$ cat src/verilog/fiwl_regs.svh
`ifndef FIWL_REGS_SVH
`define FIWL_REGS_SVH

// ************************************************************
// register indices (byte address = index * 4)
// ************************************************************
`define FIWL_IDX_STATUS      8'h0C
`define FIWL_IDX_MASK        8'h0D
`define FIWL_IDX_CTRL        8'h0E
`define FIWL_IDX_PSTATE      8'h0F
`define FIWL_IDX_KEY         8'h10

// ************************************************************
// status, mask and control bit positions
// ************************************************************
`define FIWL_BIT_LED_OVP     7
`define FIWL_BIT_RAIL6       6
`define FIWL_BIT_PROJ_REQ    5
`define FIWL_BIT_MIRROR_FLT  4
`define FIWL_BIT_BATT_UV     3
`define FIWL_BIT_BATT_WEAK   2
`define FIWL_BIT_THERM_SD    1
`define FIWL_BIT_THERM_WARN  0
`define FIWL_BIT_MIRROR_EN   0

// ************************************************************
// key values and readback
// ************************************************************
`define FIWL_KEY_FIRST       8'hBA
`define FIWL_KEY_SECOND      8'hBE
`define FIWL_KEY_LOCK        8'h00
`define FIWL_KEY_RD_LOCKED   8'h00
`define FIWL_KEY_RD_UNLOCKED 8'h01

// ************************************************************
// reset values
// ************************************************************
`define FIWL_RST_MASK        8'h00
`define FIWL_RST_CTRL        1'b0
`define FIWL_RST_FLAGS       8'h00

// ************************************************************
// timing
// ************************************************************
`define FIWL_CLK_PERIOD_NS   4
`define FIWL_UV_DELAY_MS     25
`define FIWL_UV_DELAY_CYC    (`FIWL_UV_DELAY_MS * 1000000 / `FIWL_CLK_PERIOD_NS)

`endif

$ cat src/verilog/fiwl_pkg.sv
`default_nettype none
package fiwl_pkg;

  // ************************************************************
  // power state, one-hot
  // ************************************************************
  typedef enum logic [4:0] {
    PS_NORMAL  = 5'b00001,
    PS_STANDBY = 5'b00010,
    PS_OFF     = 5'b00100,
    PS_UV_WAIT = 5'b01000,
    PS_RESET   = 5'b10000
  } fiwl_pstate_t;

  // ************************************************************
  // whole state of the top module
  // ************************************************************
  typedef struct packed {
    logic [7:0]   flags;      // live fault status
    logic [7:0]   mask;       // interrupt mask
    logic         mirror_en;  // mirror regulator enable
    logic         unlocked;   // protected writes allowed
    logic         key_armed;  // first key byte seen
    fiwl_pstate_t pstate;     // power state
    logic [31:0]  uv_cnt;     // undervoltage wait counter, counts up
    logic         irq_n;      // interrupt pin level
    logic         pready;     // apb ready
    logic         pslverr;    // apb error
    logic [31:0]  prdata;     // apb read data
  } fiwl_state_t;

endpackage : fiwl_pkg
`default_nettype wire

$ cat src/verilog/fiwl_sync.sv
`timescale 1ns/1ps
`default_nettype none
module fiwl_sync #(
  parameter int         WIDTH   = 1,
  parameter logic [WIDTH-1:0] RST_VAL = '0
) (
  // clock and reset
  input  wire logic             pclk,
  input  wire logic             presetn,
  // raw and filtered levels
  input  wire logic [WIDTH-1:0] async_in,
  output logic      [WIDTH-1:0] sync_out
);

  // ************************************************************
  // three stages plus filtered output
  // ************************************************************
  typedef struct packed {
    logic [WIDTH-1:0] s1;   // metastable stage, read by s2 only
    logic [WIDTH-1:0] s2;   // second stage
    logic [WIDTH-1:0] s3;   // third stage
    logic [WIDTH-1:0] out;  // accepted level
  } fiwl_sync_t;

  fiwl_sync_t st_q;  // registered state
  fiwl_sync_t st_d;  // next state

  // shift and accept a bit once s2 and s3 agree
  always_comb begin
    st_d    = st_q;
    st_d.s1 = async_in;
    st_d.s2 = st_q.s1;
    st_d.s3 = st_q.s2;
    for (int i = 0; i < WIDTH; i++) begin
      if (st_q.s2[i] == st_q.s3[i]) begin
        st_d.out[i] = st_q.s3[i];
      end
    end
  end

  // register stage
  always_ff @(posedge pclk or negedge presetn) begin
    if (!presetn) begin
      st_q <= '{s1: RST_VAL, s2: RST_VAL, s3: RST_VAL, out: RST_VAL};
    end else begin
      st_q <= st_d;
    end
  end

  assign sync_out = st_q.out;

endmodule : fiwl_sync
`default_nettype wire

$ cat src/verilog/fiwl_top.sv
`timescale 1ns/1ps
`default_nettype none
`include "fiwl_regs.svh"

// Functional notes
// - bit7 set while led supply over-voltage
// - bit6 set while six-volt rail unregulated
// - bit5 set while power request pin low
// - mirror fault: standby, clear mirror enable
// - mirror fault from slow inductor or pgood
// - undervoltage: bit3, clear enable, reset after 25ms
// - bit2 set while battery weak
// - thermal shutdown: bit1, standby, enable kept
// - shutdown flag held until die recovers
// - bit0 warm warning with recovery hold
// - mask bit one keeps pin released
// - mask resets to all zero
// - unlock only on consecutive key writes
// - writing 00 relocks protected registers
// - key register reads 00 locked, 01 unlocked
// - protected registers readable whether locked or not, in every state except reset
module fiwl_top #(
  parameter int          ADDR_W    = 12,
  parameter logic [31:0] UV_CYCLES = 32'(`FIWL_UV_DELAY_CYC)
) (
  // clock and reset
  input  wire logic              pclk,
  input  wire logic              presetn,
  // apb slave
  input  wire logic              psel,
  input  wire logic              penable,
  input  wire logic              pwrite,
  input  wire logic [ADDR_W-1:0] paddr,
  input  wire logic [31:0]       pwdata,
  output logic                   pready,
  output logic      [31:0]       prdata,
  output logic                   pslverr,
  // detector levels, asynchronous
  input  wire logic              led_ovp_det,
  input  wire logic              rail6_unreg_det,
  input  wire logic              projector_power_request,
  input  wire logic              inductor_slow_det,
  input  wire logic              pgood_low_det,
  input  wire logic              battery_uv_det,
  input  wire logic              battery_weak_det,
  input  wire logic              die_shutdown_hot,
  input  wire logic              die_shutdown_cooled,
  input  wire logic              die_warm_hot,
  input  wire logic              die_warm_cooled,
  // device outputs
  output logic                   interrupt_request_n,
  output logic                   mirror_regulator_enable,
  output fiwl_pkg::fiwl_pstate_t power_state,
  output logic                   serial_port_enable
);

  // ************************************************************
  // helpers
  // ************************************************************

  // word-aligned index hit
  // low two address bits must be zero,
  // otherwise the access is unmapped
  function automatic logic reg_hit(input logic [ADDR_W-1:0] a, input logic [7:0] idx);
    reg_hit = (a[1:0] == 2'h0) && (a[ADDR_W-1:2] == (ADDR_W-2)'(idx));
  endfunction : reg_hit

  // condition with recovery hold
  // set while hot, then held until the
  // cooled level returns; a die between
  // the two thresholds keeps the flag
  function automatic logic hold_flag(input logic cur, input logic thermal_warning_flag, input logic cooled);
    hold_flag = thermal_warning_flag | (cur & ~cooled);
  endfunction : hold_flag

  // ************************************************************
  // input synchronisation
  // ************************************************************
  // every detector is a raw analog level,
  // so each passes the same three-stage
  // filter before any flag sees it;
  // a lone glitch never reaches a flag
  localparam int NSYNC = 11;  // detector count

  logic [NSYNC-1:0] det_raw;  // raw detector vector
  logic [NSYNC-1:0] det_s;    // filtered detector vector

  assign det_raw = {led_ovp_det, rail6_unreg_det, projector_power_request,
                    inductor_slow_det, pgood_low_det, battery_uv_det,
                    battery_weak_det, die_shutdown_hot, die_shutdown_cooled,
                    die_warm_hot, die_warm_cooled};

  // cooled levels reset low; harmless,
  // the held flags reset clear as well
  // request pin idles high so no spurious off flag after reset
  fiwl_sync #(
    .WIDTH   (NSYNC),
    .RST_VAL (11'h100)
  ) u_sync (
    .pclk     (pclk),
    .presetn  (presetn),
    .async_in (det_raw),
    .sync_out (det_s)
  );

  // filtered detector names
  // order must match det_raw above
  logic s_ovp;       // led supply over-voltage
  logic s_rail6;     // six-volt rail out of regulation
  logic s_req;       // projector power request level
  logic s_slow;      // inductor current too slow
  logic s_pgood;     // regulator output below power-good
  logic s_uv;        // battery undervoltage
  logic s_weak;      // battery weak
  logic s_sd_hot;    // die over shutdown threshold
  logic s_sd_cool;   // die cooled from shutdown
  logic s_wm_hot;    // die over warm threshold
  logic s_wm_cool;   // die cooled from warm

  assign {s_ovp, s_rail6, s_req, s_slow, s_pgood, s_uv,
          s_weak, s_sd_hot, s_sd_cool, s_wm_hot, s_wm_cool} = det_s;

  // ************************************************************
  // state
  // ************************************************************
  // one packed struct holds every flop;
  // st_d is its next value, built below
  fiwl_pkg::fiwl_state_t st_q;  // registered state
  fiwl_pkg::fiwl_state_t st_d;  // next state

  // ************************************************************
  // next-state logic
  // ************************************************************
  // one pass builds flags, bus answer,
  // writes, enable and power state;
  // later blocks override earlier ones
  // where both touch the same field
  always_comb begin
    logic        acc;      // access phase, answered this edge
    logic        wr_done;  // write completes this edge
    logic        start;    // access phase, answer next edge
    logic        mapped;   // address hits a register
    logic        ser_on;   // serial port alive
    logic [31:0] rd;       // read mux
    logic        ctrl_wr;  // accepted enable write
    st_d    = st_q;
    acc     = psel & penable & st_q.pready;
    start   = psel & penable & ~st_q.pready;
    ser_on  = (st_q.pstate != fiwl_pkg::PS_RESET);
    wr_done = acc & pwrite & ser_on;
    // mapped: any of the five word addresses
    mapped  = reg_hit(paddr, `FIWL_IDX_STATUS) | reg_hit(paddr, `FIWL_IDX_MASK) |
              reg_hit(paddr, `FIWL_IDX_CTRL) | reg_hit(paddr, `FIWL_IDX_PSTATE) |
              reg_hit(paddr, `FIWL_IDX_KEY);
    // defaults so every path assigns
    rd      = 32'h0;
    ctrl_wr = 1'b0;

    // flags follow the filtered detectors
    // and lag their pins by about five edges
    // live status flags, no write path
    st_d.flags[`FIWL_BIT_LED_OVP]    = s_ovp;
    st_d.flags[`FIWL_BIT_RAIL6]      = s_rail6;
    st_d.flags[`FIWL_BIT_PROJ_REQ]   = ~s_req;
    st_d.flags[`FIWL_BIT_MIRROR_FLT] = s_slow | s_pgood;
    st_d.flags[`FIWL_BIT_BATT_UV]    = s_uv;
    st_d.flags[`FIWL_BIT_BATT_WEAK]  = s_weak;
    st_d.flags[`FIWL_BIT_THERM_SD]   =
      hold_flag(st_q.flags[`FIWL_BIT_THERM_SD], s_sd_hot, s_sd_cool);
    st_d.flags[`FIWL_BIT_THERM_WARN] =
      hold_flag(st_q.flags[`FIWL_BIT_THERM_WARN], s_wm_hot, s_wm_cool);

    // answer flop set by any access phase
    // not already answered, so pready is a one-cycle
    // pulse that repeats every other edge while
    // the request is still held by the master
    // two-phase answer: one wait cycle, then ready
    st_d.pready  = start;
    st_d.pslverr = 1'b0;
    st_d.prdata  = 32'h0;
    if (start) begin
      // read mux, every register readable regardless of lock
      // upper bits of every word read zero
      if (reg_hit(paddr, `FIWL_IDX_STATUS)) begin
        rd[7:0] = st_q.flags;
      end else if (reg_hit(paddr, `FIWL_IDX_MASK)) begin
        rd[7:0] = st_q.mask;
      end else if (reg_hit(paddr, `FIWL_IDX_CTRL)) begin
        rd[`FIWL_BIT_MIRROR_EN] = st_q.mirror_en;
      end else if (reg_hit(paddr, `FIWL_IDX_PSTATE)) begin
        rd[4:0] = st_q.pstate;
      end else if (reg_hit(paddr, `FIWL_IDX_KEY)) begin
        // lock state, not the bytes written
        rd[7:0] = st_q.unlocked ? `FIWL_KEY_RD_UNLOCKED : `FIWL_KEY_RD_LOCKED;
      end
      // writes are refused the same way
      // serial port down: error, no data
      st_d.pslverr = ~mapped | ~ser_on;
      st_d.prdata  = (mapped && ser_on && !pwrite) ? rd : 32'h0;
    end

    // a write lands only at the edge where
    // pready is seen high with the request
    // register writes at the completing edge
    if (wr_done) begin
      // any write other than a first key byte ends the sequence
      // reads in between leave it armed
      st_d.key_armed = 1'b0;
      if (reg_hit(paddr, `FIWL_IDX_MASK)) begin
        st_d.mask = pwdata[7:0];
      end else if (reg_hit(paddr, `FIWL_IDX_CTRL)) begin
        ctrl_wr = st_q.unlocked;
      end else if (reg_hit(paddr, `FIWL_IDX_KEY)) begin
        case (pwdata[7:0])
          `FIWL_KEY_FIRST: begin
            st_d.key_armed = 1'b1;
          end
          `FIWL_KEY_SECOND: begin
            if (st_q.key_armed) begin
              st_d.unlocked = 1'b1;
            end
          end
          `FIWL_KEY_LOCK: begin
            st_d.unlocked = 1'b0;
          end
          default: begin
            // any other byte cancels the sequence
            st_d.key_armed = 1'b0;
          end
        endcase
      end
    end

    // a write in the same cycle as a fault
    // is lost; software must write again
    // once the fault has gone
    // mirror enable: hardware clear beats software set
    if (ctrl_wr) begin
      st_d.mirror_en = pwdata[`FIWL_BIT_MIRROR_EN];
    end
    if (st_d.flags[`FIWL_BIT_MIRROR_FLT] || st_d.flags[`FIWL_BIT_BATT_UV]) begin
      st_d.mirror_en = 1'b0;
    end

    // undervoltage outranks everything, then
    // the request pin, then faults; standby
    // is the resting state after reset
    // every state leaves by a named branch
    // power state sequencing
    case (st_q.pstate)
      fiwl_pkg::PS_NORMAL, fiwl_pkg::PS_STANDBY, fiwl_pkg::PS_OFF: begin
        if (st_q.flags[`FIWL_BIT_BATT_UV]) begin
          st_d.pstate = fiwl_pkg::PS_UV_WAIT;
          st_d.uv_cnt = 32'h0;
        end else if (st_q.flags[`FIWL_BIT_PROJ_REQ]) begin
          st_d.pstate = fiwl_pkg::PS_OFF;
        end else if (st_q.flags[`FIWL_BIT_MIRROR_FLT] ||
                     st_q.flags[`FIWL_BIT_THERM_SD]) begin
          st_d.pstate = fiwl_pkg::PS_STANDBY;
        end else if (st_q.pstate == fiwl_pkg::PS_OFF) begin
          st_d.pstate = fiwl_pkg::PS_STANDBY;
        end else if (st_q.mirror_en) begin
          // standby leaves once faults are gone and enable is set
          // needs an unlocked enable write first
          st_d.pstate = fiwl_pkg::PS_NORMAL;
        end
      end
      fiwl_pkg::PS_UV_WAIT: begin
        // count runs up to the end once started
        // a brief dip still ends in reset
        if (st_q.uv_cnt >= UV_CYCLES - 32'h1) begin
          st_d.pstate = fiwl_pkg::PS_RESET;
          st_d.uv_cnt = 32'h0;
        end else begin
          st_d.uv_cnt = st_q.uv_cnt + 32'h1;
        end
      end
      fiwl_pkg::PS_RESET: begin
        // held with serial port off until battery recovers
        // key state dropped so a recovered part
        // always comes back locked
        st_d.unlocked  = 1'b0;
        st_d.key_armed = 1'b0;
        if (!st_q.flags[`FIWL_BIT_BATT_UV]) begin
          st_d.pstate = fiwl_pkg::PS_STANDBY;
        end
      end
      default: begin
        // illegal code: fall back to standby
        st_d.pstate = fiwl_pkg::PS_STANDBY;
      end
    endcase

    // next values keep the pin in step
    // with the flag that it reports
    // interrupt pin from next flags and mask
    st_d.irq_n = ~|(st_d.flags & ~st_d.mask);
  end

  // ************************************************************
  // state register
  // ************************************************************
  // asynchronous clear: comes up locked,
  // unmasked, in standby, pin released
  always_ff @(posedge pclk or negedge presetn) begin
    if (!presetn) begin
      st_q.flags     <= `FIWL_RST_FLAGS;
      st_q.mask      <= `FIWL_RST_MASK;
      st_q.mirror_en <= `FIWL_RST_CTRL;
      st_q.unlocked  <= 1'b0;
      st_q.key_armed <= 1'b0;
      st_q.pstate    <= fiwl_pkg::PS_STANDBY;
      st_q.uv_cnt    <= 32'h0;
      st_q.irq_n     <= 1'b1;
      st_q.pready    <= 1'b0;
      st_q.pslverr   <= 1'b0;
      st_q.prdata    <= 32'h0;
    end else begin
      st_q <= st_d;
    end
  end

  // ************************************************************
  // outputs, all from flops
  // ************************************************************
  assign pready                  = st_q.pready;
  assign prdata                  = st_q.prdata;
  assign pslverr                 = st_q.pslverr;
  assign interrupt_request_n     = st_q.irq_n;
  assign mirror_regulator_enable = st_q.mirror_en;
  assign power_state             = st_q.pstate;
  // serial port follows the reset state
  // and is down only while it is held
  assign serial_port_enable      = ~st_q.pstate[4];

endmodule : fiwl_top
`default_nettype wire

$ cat config.mk
export PLATFORM = sky130hd
export DESIGN_NAME = fiwl_top
export DESIGN_NICKNAME = d
export VERILOG_FILES = /design/src/verilog/fiwl_pkg.sv /design/src/verilog/fiwl_sync.sv /design/src/verilog/fiwl_top.sv
export VERILOG_INCLUDE_DIRS = /design/src /design/src/verilog
export SDC_FILE = /design/constraint.sdc
export NUM_CORES = 1
export LEC_CHECK = 0
export BUFFER_PORTS_ARGS = -buffer_cell sky130_fd_sc_hd__buf_2
export CAP_MARGIN = 30
export CORE_MARGIN = 1.5
export CORE_UTILIZATION = 35
export CTS_BUF_LIST = sky130_fd_sc_hd__clkbuf_4
export DETAILED_ROUTE_END_ITERATION = 12
export GPL_ROUTABILITY_DRIVEN = 1
export GPL_TIMING_DRIVEN = 0
export SYNTH_ARGS = -nofsm -noshare
export SYNTH_HDL_FRONTEND = slang
export SYNTH_HIERARCHICAL = 1
export SYNTH_SLANG_ARGS = --single-unit
export TNS_END_PERCENT = 10
$ cat constraint.sdc
create_clock -name pclk -period 2.9 [get_ports pclk]
set_input_delay 0.725 -clock pclk [delete_from_list [all_inputs] [get_ports pclk]]
set_output_delay 0.725 -clock pclk [all_outputs]
set_load 0.005 [all_outputs]
# --- Word level (Yosys, flattened, before mapping) ---
# Cells that the tools add are included.
op_classes:
  n_eq_ne: 31
  add_sub_neg: 1
  n_reduce_logical: 23
  magnitude_cmp: 1
  muxes: 35
  bitwise: 24
ops:
  columns: ["op", "count"]
  rows:
  - ["$mux W32", 2]
  - ["$pmux W32 S2", 1]
  - ["$eq A10 B4 Y1 const B", 4]
  - ["$mux W5", 8]
  - ["$mux W8", 5]
  - ["$mux W33", 1]
  - ["$add A32 B1 Y32 const B", 1]
  - ["$ge A32 B23 Y1 const B", 1]
  - ["$eq A8 B8 Y1 const B", 2]
  - ["$pmux W5 S3", 1]
  - ["$eq A1 B1 Y1", 11]
  - ["$eq A10 B5 Y1 const B", 1]
  - ["$mux W1", 10]
  - ["$mux W2", 5]
  - ["$and A8 B8 Y8", 1]
  - ["$logic_not A8 Y1", 1]
  - ["$not A8 Y8", 1]
  - ["$or A1 B1 Y1", 8]
  - ["$reduce_bool A2 Y1", 4]
  - ["$reduce_or A8 Y1", 1]
  - ["$and A1 B1 Y1", 7]
  - ["$logic_and A1 B1 Y1", 7]
  - ["$mux W7", 1]
  - ["$not A1 Y1", 7]
  - ["other kinds (19)", 24]
totals:
  register_bits: 135
  out_inout_bits: 42

# --- Longest topological paths before layout ---
# Gate-level depths: netlist of the first run.
logic_depth:
  depth_word: 10
  ltp_mapped: 7

# --- Cells and area by module ---
# The synthesis of the first run kept the hierarchy.
modules_own_cells:
  columns: ["module", "area_each_um2", "instances", "cells_per_inst"]
  rows:
  - ["fiwl_top", 4011.3, 1, 418]
  - ["fiwl_sync", 1312.5, 1, 66]

# --- Worst setup path before layout of the first run ---
# Ideal clock, no wire load.
synth_timing:
  kind: "in2reg"
  start: "input port paddr[9]"
  end: "register st_q[75] (netlist name)"
  t_arrival_ns: 2.220
  stages: 5
  setup_ns: 0.125
  slack_ns: 0.555
  required_time_ns: 2.775
  cell_sequence: "or4_4 nor4_4 nand3_1 buf_6 mux2_4"
synth_lines:
  columns: ["element", "line", "text"]
  rows:
  - ["start, declared", "fiwl_top.sv:33", "input wire logic [ADDR_W-1:0] paddr,"]
  - ["end signal, assigned", "fiwl_top.sv:319", "st_q <= st_d;"]
  - ["end, declared", "fiwl_top.sv:128", "fiwl_pkg::fiwl_state_t st_q;"]

# --- Worst setup path after layout of the first run ---
layout_timing:
  start: "register st_q (netlist bit power_state[1])"
  end: "register st_q[46] (netlist name)"
layout_via:
  elab_chain_len: 4
layout_rtl:
  columns: ["element", "line", "text"]
  rows:
  - ["$eq A5 B3 Y1, or another cell as far along", "fiwl_top.sv:250", "case (st_q.pstate)"]
  - ["$reduce_or A3 Y1", "fiwl_top.sv:250", null]
  - ["$ne A2 B2 Y1 (no line) / $reduce_bool A2 Y1 (equally long branches)", null, null]
  - ["$reduce_and A2 Y1 (no line)", null, null]
# Parallel ways exist; a longest one is shown, timed or not.
# A chain may end at the register's enable or synchronous reset.

==> results by group, run 1 <==
Place
  – Placement Cell Area: 0.005931 mm2
  – Dpl cells: 744
  – Post-DP HPWL: 8082 um
  – Gpl congestion: 0.8376
  – Pre-CTS setup slack: 0.2965 ns
  – Port Buf Inserts: 52

Synthesis
  – Yosys warns: 6
  – Cell taking the most area after synthesis: dfrtp_1
  – Post-synth cell types: 65
  – Main synth FF type: dfrtp_1
  – Avg Inst Size Synth: 11.00 um2
  – Syn Inst Count: 484
  – Synthesized flop and latch total: 111
  – Top cells by area, synth: dfrtp_1 49%, buf_4 6.8%, dfstp_2 3.0%
  – Post-synth EDFFs: 0
  – Sequential-to-total area share from yosys stat: 52.31%
  – Synth cell count leaders: 105 x dfrtp_1, 48 x buf_4, 33 x nor2_1, 29 x nand2_1, 18 x inv_1
  – Top-area cell type share of the netlist area: 49.35%
  – Synthesized area: 0.005324 mm2
  – Fraction of registers with async set/reset: 100.0%
  – Count leader, synth: dfrtp_1

Critical path
  – CP top delay family: compound AO/OA/AOI/OAI gates
  – Arrival time worst endpoint: 2.75 ns
  – CP endpoint kind: register
  – Slowest stage cell, crit path: dfstp_2
  – Cell Chain, Critical Path: buf_2, and4bb_2, o31ai_4, a21oi_1, clkbuf_1, o31ai_1, a22o_1
  – CP peak stage delay: 0.56 ns
  – Max FO, Critical Path: 10
  – Critical path buffers and inverters: 2
  – CP Data Required Time: 3.31 ns
  – Startpoint Class: register
  – CP Class: reg -> reg

Global routing
  – Most Used Layer, Global Route: met2
  – Grt total ovfl: 0
  – Overall global routing resource usage: 14.61%
  – Vias in the first global route: 3719
  – GRT met1 Usage: 20.64%
  – Initial antenna violation count: 1
  – M2 GR Usage: 21.85%
  – M3 GR Usage: 3.965%
  – First-pass GRT wire length: 18620 um
  – Largest net degree at the start of global routing: 73

STA
  – Final setup violation count: 0
  – Final setup TNS: 0 ns
  – Maximum clock rate: 426.3 MHz
  – RSZ-0062 raised after global routing: false
  – Setup WS post-layout: 0.5544 ns
  – Worst slew margin: 46.17%
  – Final Hold Fails: 0
  – Slew Limit Fails: 0
  – Tcrit/Tclk final: 80.88%
  – Worst Tran Pin Value: 0.8007 ns
  – Minimum clock period: 2.346 ns
  – Skew final: 0.02628 ns

Clock tree
  – CTS tree: done
  – Setup Buffers After CTS: 0
  – Clock latency at the later pin of the worst-skew pair: 0.51 ns
  – Clock root buffer: clkbuf_4
  – Hold buffers post-CTS: 0
  – # resized after CTS: 0
  – CTS max path bufs: 2
  – Worst-path clk slew: 0.19 ns
  – CTS buffer count: 9
  – H-Tree Depth: 3
  – Clk sink count: 111

Power and ir drop
  – Clock network power share: 23.8%
  – Sequential power share: 51.1%
  – Switching power: 1.134 mW
  – Sw Ratio: 34.23%
  – Int Pwr: 2.179 mW
  – PwrDens: 545.0 mW/mm2
  – Combinational power share: 25.2%
  – Maximum vdd drop: 0.2638 mV
  – Leak: 2.786 nW

Die
  – Core box area: 0.01470 mm2
  – Initial core utilization: 36.22%
  – Horiz. Die Dim: 126.3 um
  – Die H: 126.3 um
  – # rows: 44
  – IO Pins: 102
  – DIE AREA: 0.01596 mm2

Finish
  – Fin area: 0.006080 mm2
  – # fillers: 1417
  – Layout cells sized above 1: 30.21%
  – Multi-input logic area: 0.002103 mm2
  – Final #Nets: 632
  – Area Growth Syn to Fin: 14.20%
  – Reg area: 0.002785 mm2
  – Post-Layout Cell Count: 761

Drt
  – Post-route DRC: 0
  – Drt pass-1 iters: 5
  – Post-route ant nets: 0
  – Via count: 3842
  – Final WL: 11120 um
  – Vias/cell: 5.049
  – Initial DRC Count: 270
  – DR WL/cell: 14.61 um

Flow run
  – Max cap viols: 0

Min path
  – Hold Crit Class: in -> async

Run status
  – Status: completed
[per-stage QoR]
stage | hold WS (ns) | power (mW) | util (%)
6_report | 0.1536 | 3.313 | 41.36
3_3_place_gp | 0.3333 | 2.532 | 40.14
4_1_cts | 0.1266 | 3.355 | 41.34
2_1_floorplan | 0.3312 | 2.278 | -
3_5_place_dp | 0.3347 | 2.550 | 40.35
5_1_grt | 0.1302 | 3.507 | 41.36
[state kept, by name, indices dropped and copies added, names as in the netlist]
name / cells
interrupt_request_n: 1
pready: 1
prdata: 8
u_sync/st_q: 11
st_q: 50
u_sync/st_d: 22
power_state: 5
pslverr: 1
mirror_regulator_enable: 1
u_sync/sync_out: 11
[worst reg2reg max path: cells and delay by family (launching register included)]
kind,cells,cell delay [ns]
simple gates,1,0.29
compound gates,4,0.73
buf+inv,2,0.67
flops,1,0.56
[cells by family (layout without fill, tap and decap cells)]
| family | Yosys count | count (layout) | share of synthesized area (%) |
|---|---|---|---|
| simple gates | 166 | 166 | 18.28 |
| flops | 111 | 111 | 52.31 |
| compound gates | 92 | 92 | 13.18 |
| buf+inv | 85 | 154 | 9.800 |
| mux | 13 | 13 | 3.126 |
| fa+ha+maj | 12 | 12 | 2.562 |
| xor+xnor | 4 | 4 | 0.6580 |
| other cells | 1 | 25 | 0.07044 |
[cell type report]
cell class,instances,area share (%)
Multi-Input combinational cell,311,34.60
Clock buffer,9,1.111
Clock inverter,7,1.297
Timing Repair Buffer,53,4.775
Buffer,67,7.471
Sequential cell,111,45.81
Antenna cell,1,0.04116
Inverter,18,1.111
Tap cell,184,3.787
[placed cells by master, fill, tap and decap left out, types with 5 or more instances in the layout]
cell / netlist / final
buf_4: 48 / 49
nor2_1: 33 / 33
nor4_1: 16 / 16
nand3_1: 12 / 12
a2bb2oi_1: 5 / 5
nor2b_1: 6 / 6
o21a_1: 8 / 8
a22o_1: 10 / 10
clkbuf_1: 6 / 6
nand4_1: 9 / 9
o31ai_1: 11 / 11
maj3_2: 11 / 11
mux2i_1: 5 / 5
or4_1: 6 / 6
and3_1: 10 / 10
nand2_1: 29 / 29
nor3_1: 11 / 11
dfstp_2: 6 / 6
buf_2: 11 / 62
mux2_4: 7 / 7
o21ai_0: 8 / 8
inv_1: 18 / 18
clkbuf_4: 0 / 9
a21oi_1: 13 / 13
conb_1: 1 / 24
dfrtp_1: 105 / 105
[layer usage]
| layer | routed length, um | vias to the layer above | share of wire (%) |
|---|---|---|---|
| met5 | 0 | - | 0 |
| met4 | 185 | 0 | 1.7 |
| met3 | 543 | 15 | 4.9 |
| met2 | 5084 | 119 | 46 |
| met1 | 5309 | 1854 | 48 |
| li1 | - | 1854 | - |
[power by group through the flow]
| stage | clock network (mW) | registers [mW] | logic (mW) |
|---|---|---|---|
| 2_1_floorplan | 0 | 1.70 | 0.574 |
| 3_3_place_gp | 0 | 1.72 | 0.812 |
| 3_5_place_dp | 0 | 1.72 | 0.828 |
| 4_1_cts | 0.832 | 1.69 | 0.830 |
| 5_1_grt | 0.893 | 1.70 | 0.911 |
| 6_report | 0.788 | 1.69 | 0.834 |
[path summary, 6_finish.rpt]
check                           slack (ns)               to                     from  cells after the start
worst max-delay path                  0.55         st_q[46]           power_state[1]                      7
worst min-delay path                  0.15  u_sync/st_d[32]                  presetn                      1
worst max register to register        0.55         st_q[46]           power_state[1]                      7
worst min register to register        0.37  u_sync/st_d[18]          u_sync/st_d[29]                      0
max in group asynchronous             1.97   power_state[1]                  presetn                      2
min in group pclk                     0.28  u_sync/st_d[30]  projector_power_request                      1
Note: power is estimated with default switching activity, not from simulation.
==> inputs of run 2 (changes only) <==
Clock period 2.9 ns to 2.2 ns, I/O delays scaled along.
==> run 2 against run 1 <==
Sequential power is 33% higher; final cell count increased by 0.92%; clock-buffer cell count is the same; final area increased by 1.8%; flip-flop and latch count stayed put; worst hold slack lost 0.041 ns; maximum frequency is 7.2% higher; sequential share of layout area down 0.79 points; via count grew 0.44%; routed wire length rose by 0.44%; worst setup slack worse by 0.54 ns; clock power rose by 32%; critical endpoint is now st_q[52]; largest cell class unchanged; largest power group unchanged; highest routed layer unchanged.
==> results by group, run 2 (same netlist as run 1, synthesis figures left out) <==
Run status
  – Status: completed

Global routing
  – Overall global routing resource usage: 14.63%
  – Initial antenna violation count: 1
  – M3 GR Usage: 3.965%
  – First-pass GRT wire length: 18640 um
  – Grt total ovfl: 0
  – Most Used Layer, Global Route: met2
  – GRT met1 Usage: 20.70%
  – M2 GR Usage: 21.88%
  – Vias in the first global route: 3721
  – Largest net degree at the start of global routing: 73

Power and ir drop
  – Maximum vdd drop: 0.3480 mV
  – Int Pwr: 2.945 mW
  – Switching power: 1.531 mW
  – Overall Power: 4.477 mW
  – Combinational power share: 26.8%
  – Leak: 2.829 nW
  – PwrDens: 723.4 mW/mm2
  – Sequential power share: 49.9%
  – Clock network power share: 23.3%
  – Sw Ratio: 34.21%

Flow run
  – Max cap viols: 0

Critical path
  – Max FO, Critical Path: 9
  – Register-to-register setup slack: 0.01 ns
  – Arrival time worst endpoint: 2.64 ns
  – Register-to-Register Path Depth: 7
  – FF-to-FF Start: power_state[1]
  – Worst r2r dst: st_q[52]
  – CP Data Required Time: 2.65 ns
  – Worst setup endpoint: st_q[52]
  – CP startpoint: power_state[1]
  – Startpoint Class: register
  – CP endpoint kind: register
  – CP Class: reg -> reg

Drt
  – Post-route DRC: 0
  – Via count: 3859
  – DR WL/cell: 14.55 um
  – Post-route ant nets: 0
  – Initial DRC Count: 288
  – Final WL: 11170 um
  – Vias/cell: 5.025
  – Drt pass-1 iters: 5

Clock tree
  – CTS tree: done
  – CTS buffer count: 9
  – Clock root buffer: clkbuf_4
  – Worst-path clk slew: 0.19 ns
  – Clk sink count: 111
  – CTS max path bufs: 2
  – Clock latency at the later pin of the worst-skew pair: 0.50 ns
  – H-Tree Depth: 3

STA
  – Final setup violation count: 0
  – Worst Tran Pin Value: 0.7891 ns
  – Maximum clock rate: 456.9 MHz
  – Worst slew margin: 46.95%
  – RSZ-0062 raised after global routing: true
  – Final Hold Fails: 0
  – Skew final: 0.02761 ns
  – Tcrit/Tclk final: 99.48%
  – Minimum clock period: 2.188 ns
  – Slew Limit Fails: 0

Finish
  – Final #Nets: 639
  – Leading cell type in the layout, fill and taps excluded: dfrtp_1
  – Fin area: 0.006188 mm2
  – # fillers: 1406
  – Max reg flops: 50
  – Fin util: 42.10%
  – Layout cells sized above 1: 32.59%
  – Register name with the most flops: st_q
  – Most frequent cells in the layout: 104 x dfrtp_1, 59 x buf_2, 57 x buf_4
  – Area Growth Syn to Fin: 16.24%
  – Post-Layout Cell Count: 768

Die
  – Horiz. Die Dim: 126.3 um
  – Core box area: 0.01470 mm2
  – Initial core utilization: 36.22%
  – DIE AREA: 0.01596 mm2
  – # rows: 44
  – Die H: 126.3 um
  – IO Pins: 102

Place
  – Placement Cell Area: 0.005931 mm2
  – Gpl congestion: 0.8376
  – Post-DP HPWL: 8082 um
  – Port Buf Inserts: 52
  – Dpl cells: 744

Min path
  – Hold Crit Class: in -> reg
run 2: per-layer routing:
metal	vias to the layer above	part of all wire, %
met1	1862	47
li1	1870	-
met2	111	46
met5	-	0
met3	16	5.5
met4	0	1.8
run 2: worst min path at each step:
| stage | from | endpoint | slack, ns | cells past startpoint |
|---|---|---|---|---|
| after CTS | projector_power_request | u_sync/st_d[30] | 0.06 | 1 |
| after global routing | projector_power_request | u_sync/st_d[30] | 0.04 | 1 |
| after floorplan | presetn | mirror_regulator_enable | 0.25 | 0 |
| after detailed placement | u_sync/st_d[25] | u_sync/st_d[14] | 0.33 | 0 |
| final | projector_power_request | u_sync/st_d[30] | 0.11 | 1 |
| after global placement | u_sync/st_d[28] | u_sync/st_d[17] | 0.33 | 0 |
run 2: area by class of cell:
cell class / instances / area (um2) / share of cell area (%)
clock buffer: 9 / 67.56 / 1.092
clock inverter: 7 / 78.83 / 1.274
antenna: 1 / 2.502 / 0.04044
multi-input combinational: 311 / 2136 / 34.51
inverter: 18 / 67.56 / 1.092
buffer: 67 / 474.2 / 7.663
timing repair buffer: 60 / 345.3 / 5.580
tap: 184 / 230.2 / 3.720
sequential: 111 / 2786 / 45.03
run 2: stage by stage:
stage	hold WS [ns]	setup TNS [ns]	setup WS (ns)
after CTS	0.05839	-0.01635	-0.01102
after global placement	0.3333	-75.24	-0.6759
final	0.1123	0	0.01153
after global routing	0.04422	-0.1115	-0.04018
after detailed placement	0.3347	-4.711	-0.2285
after floorplan	0.2544	0	0.03029
run 2: power by group through the flow:
stage	Sequential [mW]	Combinational (mW)	Clock, mW
floorplan	2.25	0.756	0
global placement	2.27	1.07	0
detailed placement	2.27	1.09	0
CTS	2.23	1.15	1.10
global route	2.25	1.30	1.18
finish	2.24	1.20	1.04
run 2: worst max-delay path, cell delays in order (launching register included):
cell      delay [ns]
dfstp_2         0.58
buf_8           0.14
and4bb_2        0.27
o31ai_4         0.12
a21o_1          0.20
buf_4           0.16
or4_1           0.53
a21oi_2         0.15
run 2: timing repair:
item	CTS	global route
endpoints found under the hold margin	38	0
pin swaps	1	5
gates resized for setup	8	11
hold buffers	1	0
gates cloned	0	0
buffers inserted	1	5
setup endpoints to repair	30	33
==> inputs of run 3 (changes only) <==
Settings changed: ABC_AREA set to 1.
==> run 3 against run 2 <==
Core utilization shrank 1.4 points; combinational power decreased by 23%; clock power shrank 6%; via count is 3.9% higher; first-iteration DRC count fell by 17%; worst hold slack worse by 0.033 ns; worst setup slack improved by 0.24 ns; flip-flop and latch count stayed put; critical endpoint is now st_q[55].
==> results by group, run 3 <==
Place
  – Gpl congestion: 0.8044
  – Pre-CTS setup slack: 0.09052 ns
  – Post-DP HPWL: 7383 um
  – Placement Cell Area: 0.005997 mm2
  – Port Buf Inserts: 53
  – Dpl cells: 913

Die
  – Die H: 127.0 um
  – Horiz. Die Dim: 127.0 um
  – Initial core utilization: 35.66%
  – Core box area: 0.01509 mm2
  – DIE AREA: 0.01613 mm2
  – # rows: 45
  – IO Pins: 102

Clock tree
  – CTS tree: done
  – H-Tree Depth: 3
  – CTS max path bufs: 2
  – CTS buffer count: 9
  – Worst-path clk slew: 0.17 ns
  – Clk sink count: 111
  – Clock root buffer: clkbuf_4
  – Clock latency at the later pin of the worst-skew pair: 0.50 ns

Power and ir drop
  – Leak: 3.199 nW
  – PwrDens: 683.1 mW/mm2
  – Maximum vdd drop: 0.3463 mV
  – Overall Power: 4.193 mW

STA
  – Worst Tran Pin Value: 0.7196 ns
  – Final setup TNS: 0 ns
  – Minimum clock period: 1.945 ns
  – RSZ-0062 raised after global routing: false
  – Tcrit/Tclk final: 88.40%
  – Final Hold Fails: 0
  – Maximum clock rate: 514.2 MHz
  – Worst slew margin: 52.03%
  – Skew final: 0.02271 ns
  – Slew Limit Fails: 0
  – Setup WS post-layout: 0.2552 ns
  – Final setup violation count: 0
  – Hold_ws: 0.07969 ns

Synthesis
  – Avg Inst Size Synth: 8.303 um2
  – Post-synth cell types: 34
  – Compound-Gate Fraction of Synth Area: 5.047%
  – Adder-Cell Fraction of Synth Area: 0.2326%
  – Cell taking the most area after synthesis: dfrtp_1
  – Main combinational cell family by area after synthesis: simple AND/OR/NAND/NOR gates
  – Syn Inst Count: 648
  – Yosys warns: 6
  – Synthesized area: 0.005380 mm2
  – Mux share of post-synthesis cell area: 0%
  – Top cells by area, synth: dfrtp_1 49%, nand2_1 9.0%, inv_1 7.3%
  – Count leader, synth: nand2_1
  – Top-area cell type share of the netlist area: 48.84%
  – Main synth FF type: dfrtp_1
  – Synthesized flop and latch total: 111
  – Fraction of registers with async set/reset: 100.0%
  – XOR/XNOR Fraction of Synth Area: 1.791%
  – Post-synth EDFFs: 0
  – Post-synthesis simple-gate area fraction: 26.16%
  – Synth cell count leaders: 129 x nand2_1, 105 x dfrtp_1, 104 x inv_1, 95 x nor2_1, 49 x buf_4
  – Sequential-to-total area share from yosys stat: 51.77%

Critical path
  – Startpoint Class: register
  – Arrival time worst endpoint: 2.33 ns
  – FF-to-FF Start: st_q[35]
  – Register-to-register setup slack: 0.26 ns
  – Max FO, Critical Path: 10
  – Register-to-Register Path Depth: 11
  – CP endpoint kind: register
  – CP Data Required Time: 2.59 ns
  – Worst r2r dst: st_q[55]
  – CP Class: reg -> reg

Flow run
  – Max cap viols: 0

Finish
  – Fin util: 40.68%
  – Most frequent cells in the layout: 129 x nand2_1, 105 x dfrtp_1, 104 x inv_1
  – Max reg flops: 50
  – Layout cells sized above 1: 21.56%
  – Area Growth Syn to Fin: 14.09%
  – Leading cell type in the layout, fill and taps excluded: nand2_1
  – Fin area: 0.006138 mm2
  – Post-Layout Cell Count: 931
  – Register name with the most flops: st_q
  – Final #Nets: 798

Global routing
  – Largest net degree at the start of global routing: 57
  – Grt total ovfl: 0
  – First-pass GRT wire length: 17150 um
  – Overall global routing resource usage: 13.27%
  – Vias in the first global route: 3690
  – Initial antenna violation count: 1

Min path
  – Hold Crit Class: in -> async

Drt
  – Initial DRC Count: 240
  – Post-route DRC: 0
  – Vias/cell: 4.305
  – Post-route ant nets: 0
  – Via count: 4008
  – Drt pass-1 iters: 4
  – Final WL: 9831 um
  – DR WL/cell: 10.56 um

Run status
  – Status: completed
[run 3: cell types whose count changed after synthesis, sizes merged, moves of 8 or more]
cell	delta
mux2	-8
nand2	+108
nor3	+8
a22o	-10
maj3	-11
xor2	+8
inv	+88
nor2	+71
nand3	+23
and3	-12
nor4	-18
o21a	-8
o31ai	-12
[run 3: layout make-up]
| cell class | count | area (um2) |
|---|---|---|
| flip-flops and latches | 111 | 2785 |
| clock inverters | 7 | 61.31 |
| clock buffers | 9 | 67.56 |
| multi-input cells | 400 | 1881 |
| well taps | 188 | 235.2 |
| diodes | 1 | 2.502 |
| fillers | 1577 | 8951 |
| inverters | 106 | 397.9 |
| plain buffers | 54 | 405.4 |
| repair buffers | 55 | 302.8 |
[run 3: metal layers]
| layer | vias up | part of all wire (%) | global-route usage (%) |
|---|---|---|---|
| met3 | 12 | 4.0 | 2.806 |
| met2 | 75 | 43 | 19.76 |
| met5 | - | 0 | 0 |
| met1 | 1811 | 51 | 18.89 |
| li1 | 2110 | - | - |
| met4 | 0 | 1.8 | 5.414 |
[run 3: what timing repair did]
item | CTS | global route
hold buffers | 0 | 0
resized for setup | 0 | 1
setup buffers | 0 | 1
setup endpoints to repair | 0 | 7
[run 3: how the worst max path moves through the flow]
stage / end / start
after detailed placement: prdata[5] / paddr[8]
after global routing: st_q[46] / st_q[36]
after global placement: u_sync/st_d[23] / presetn
after floorplan: prdata[0] / paddr[0]
after CTS: st_q[55] / st_q[35]
final: st_q[55] / st_q[35]
[run 3: cells by family after synthesis]
| group | Yosys count |
|---|---|
| compound gates | 49 |
| simple gates | 315 |
| flops | 111 |
| fa+ha+maj | 1 |
| other cells | 1 |
| xor+xnor | 11 |
| buf+inv | 160 |
[run 3: worst max-delay path, stage by stage (launching register included)]
cell and delay (ns):
dfrtp_1 0.44, ha_2 0.24, nand3_1 0.13, nand3_1 0.12, nand3_1 0.07, nand2_1 0.12, nand2_1 0.09, nand2_2 0.16
nand2_2 0.12, inv_2 0.13, buf_6 0.17, nor2_1 0.06
[run 3: power by group]
part           internal [mW]  switching (mW)
Combinational          0.355           0.566
Clock                  0.260           0.717
Sequential              2.18           0.114
Total                   2.80            1.40
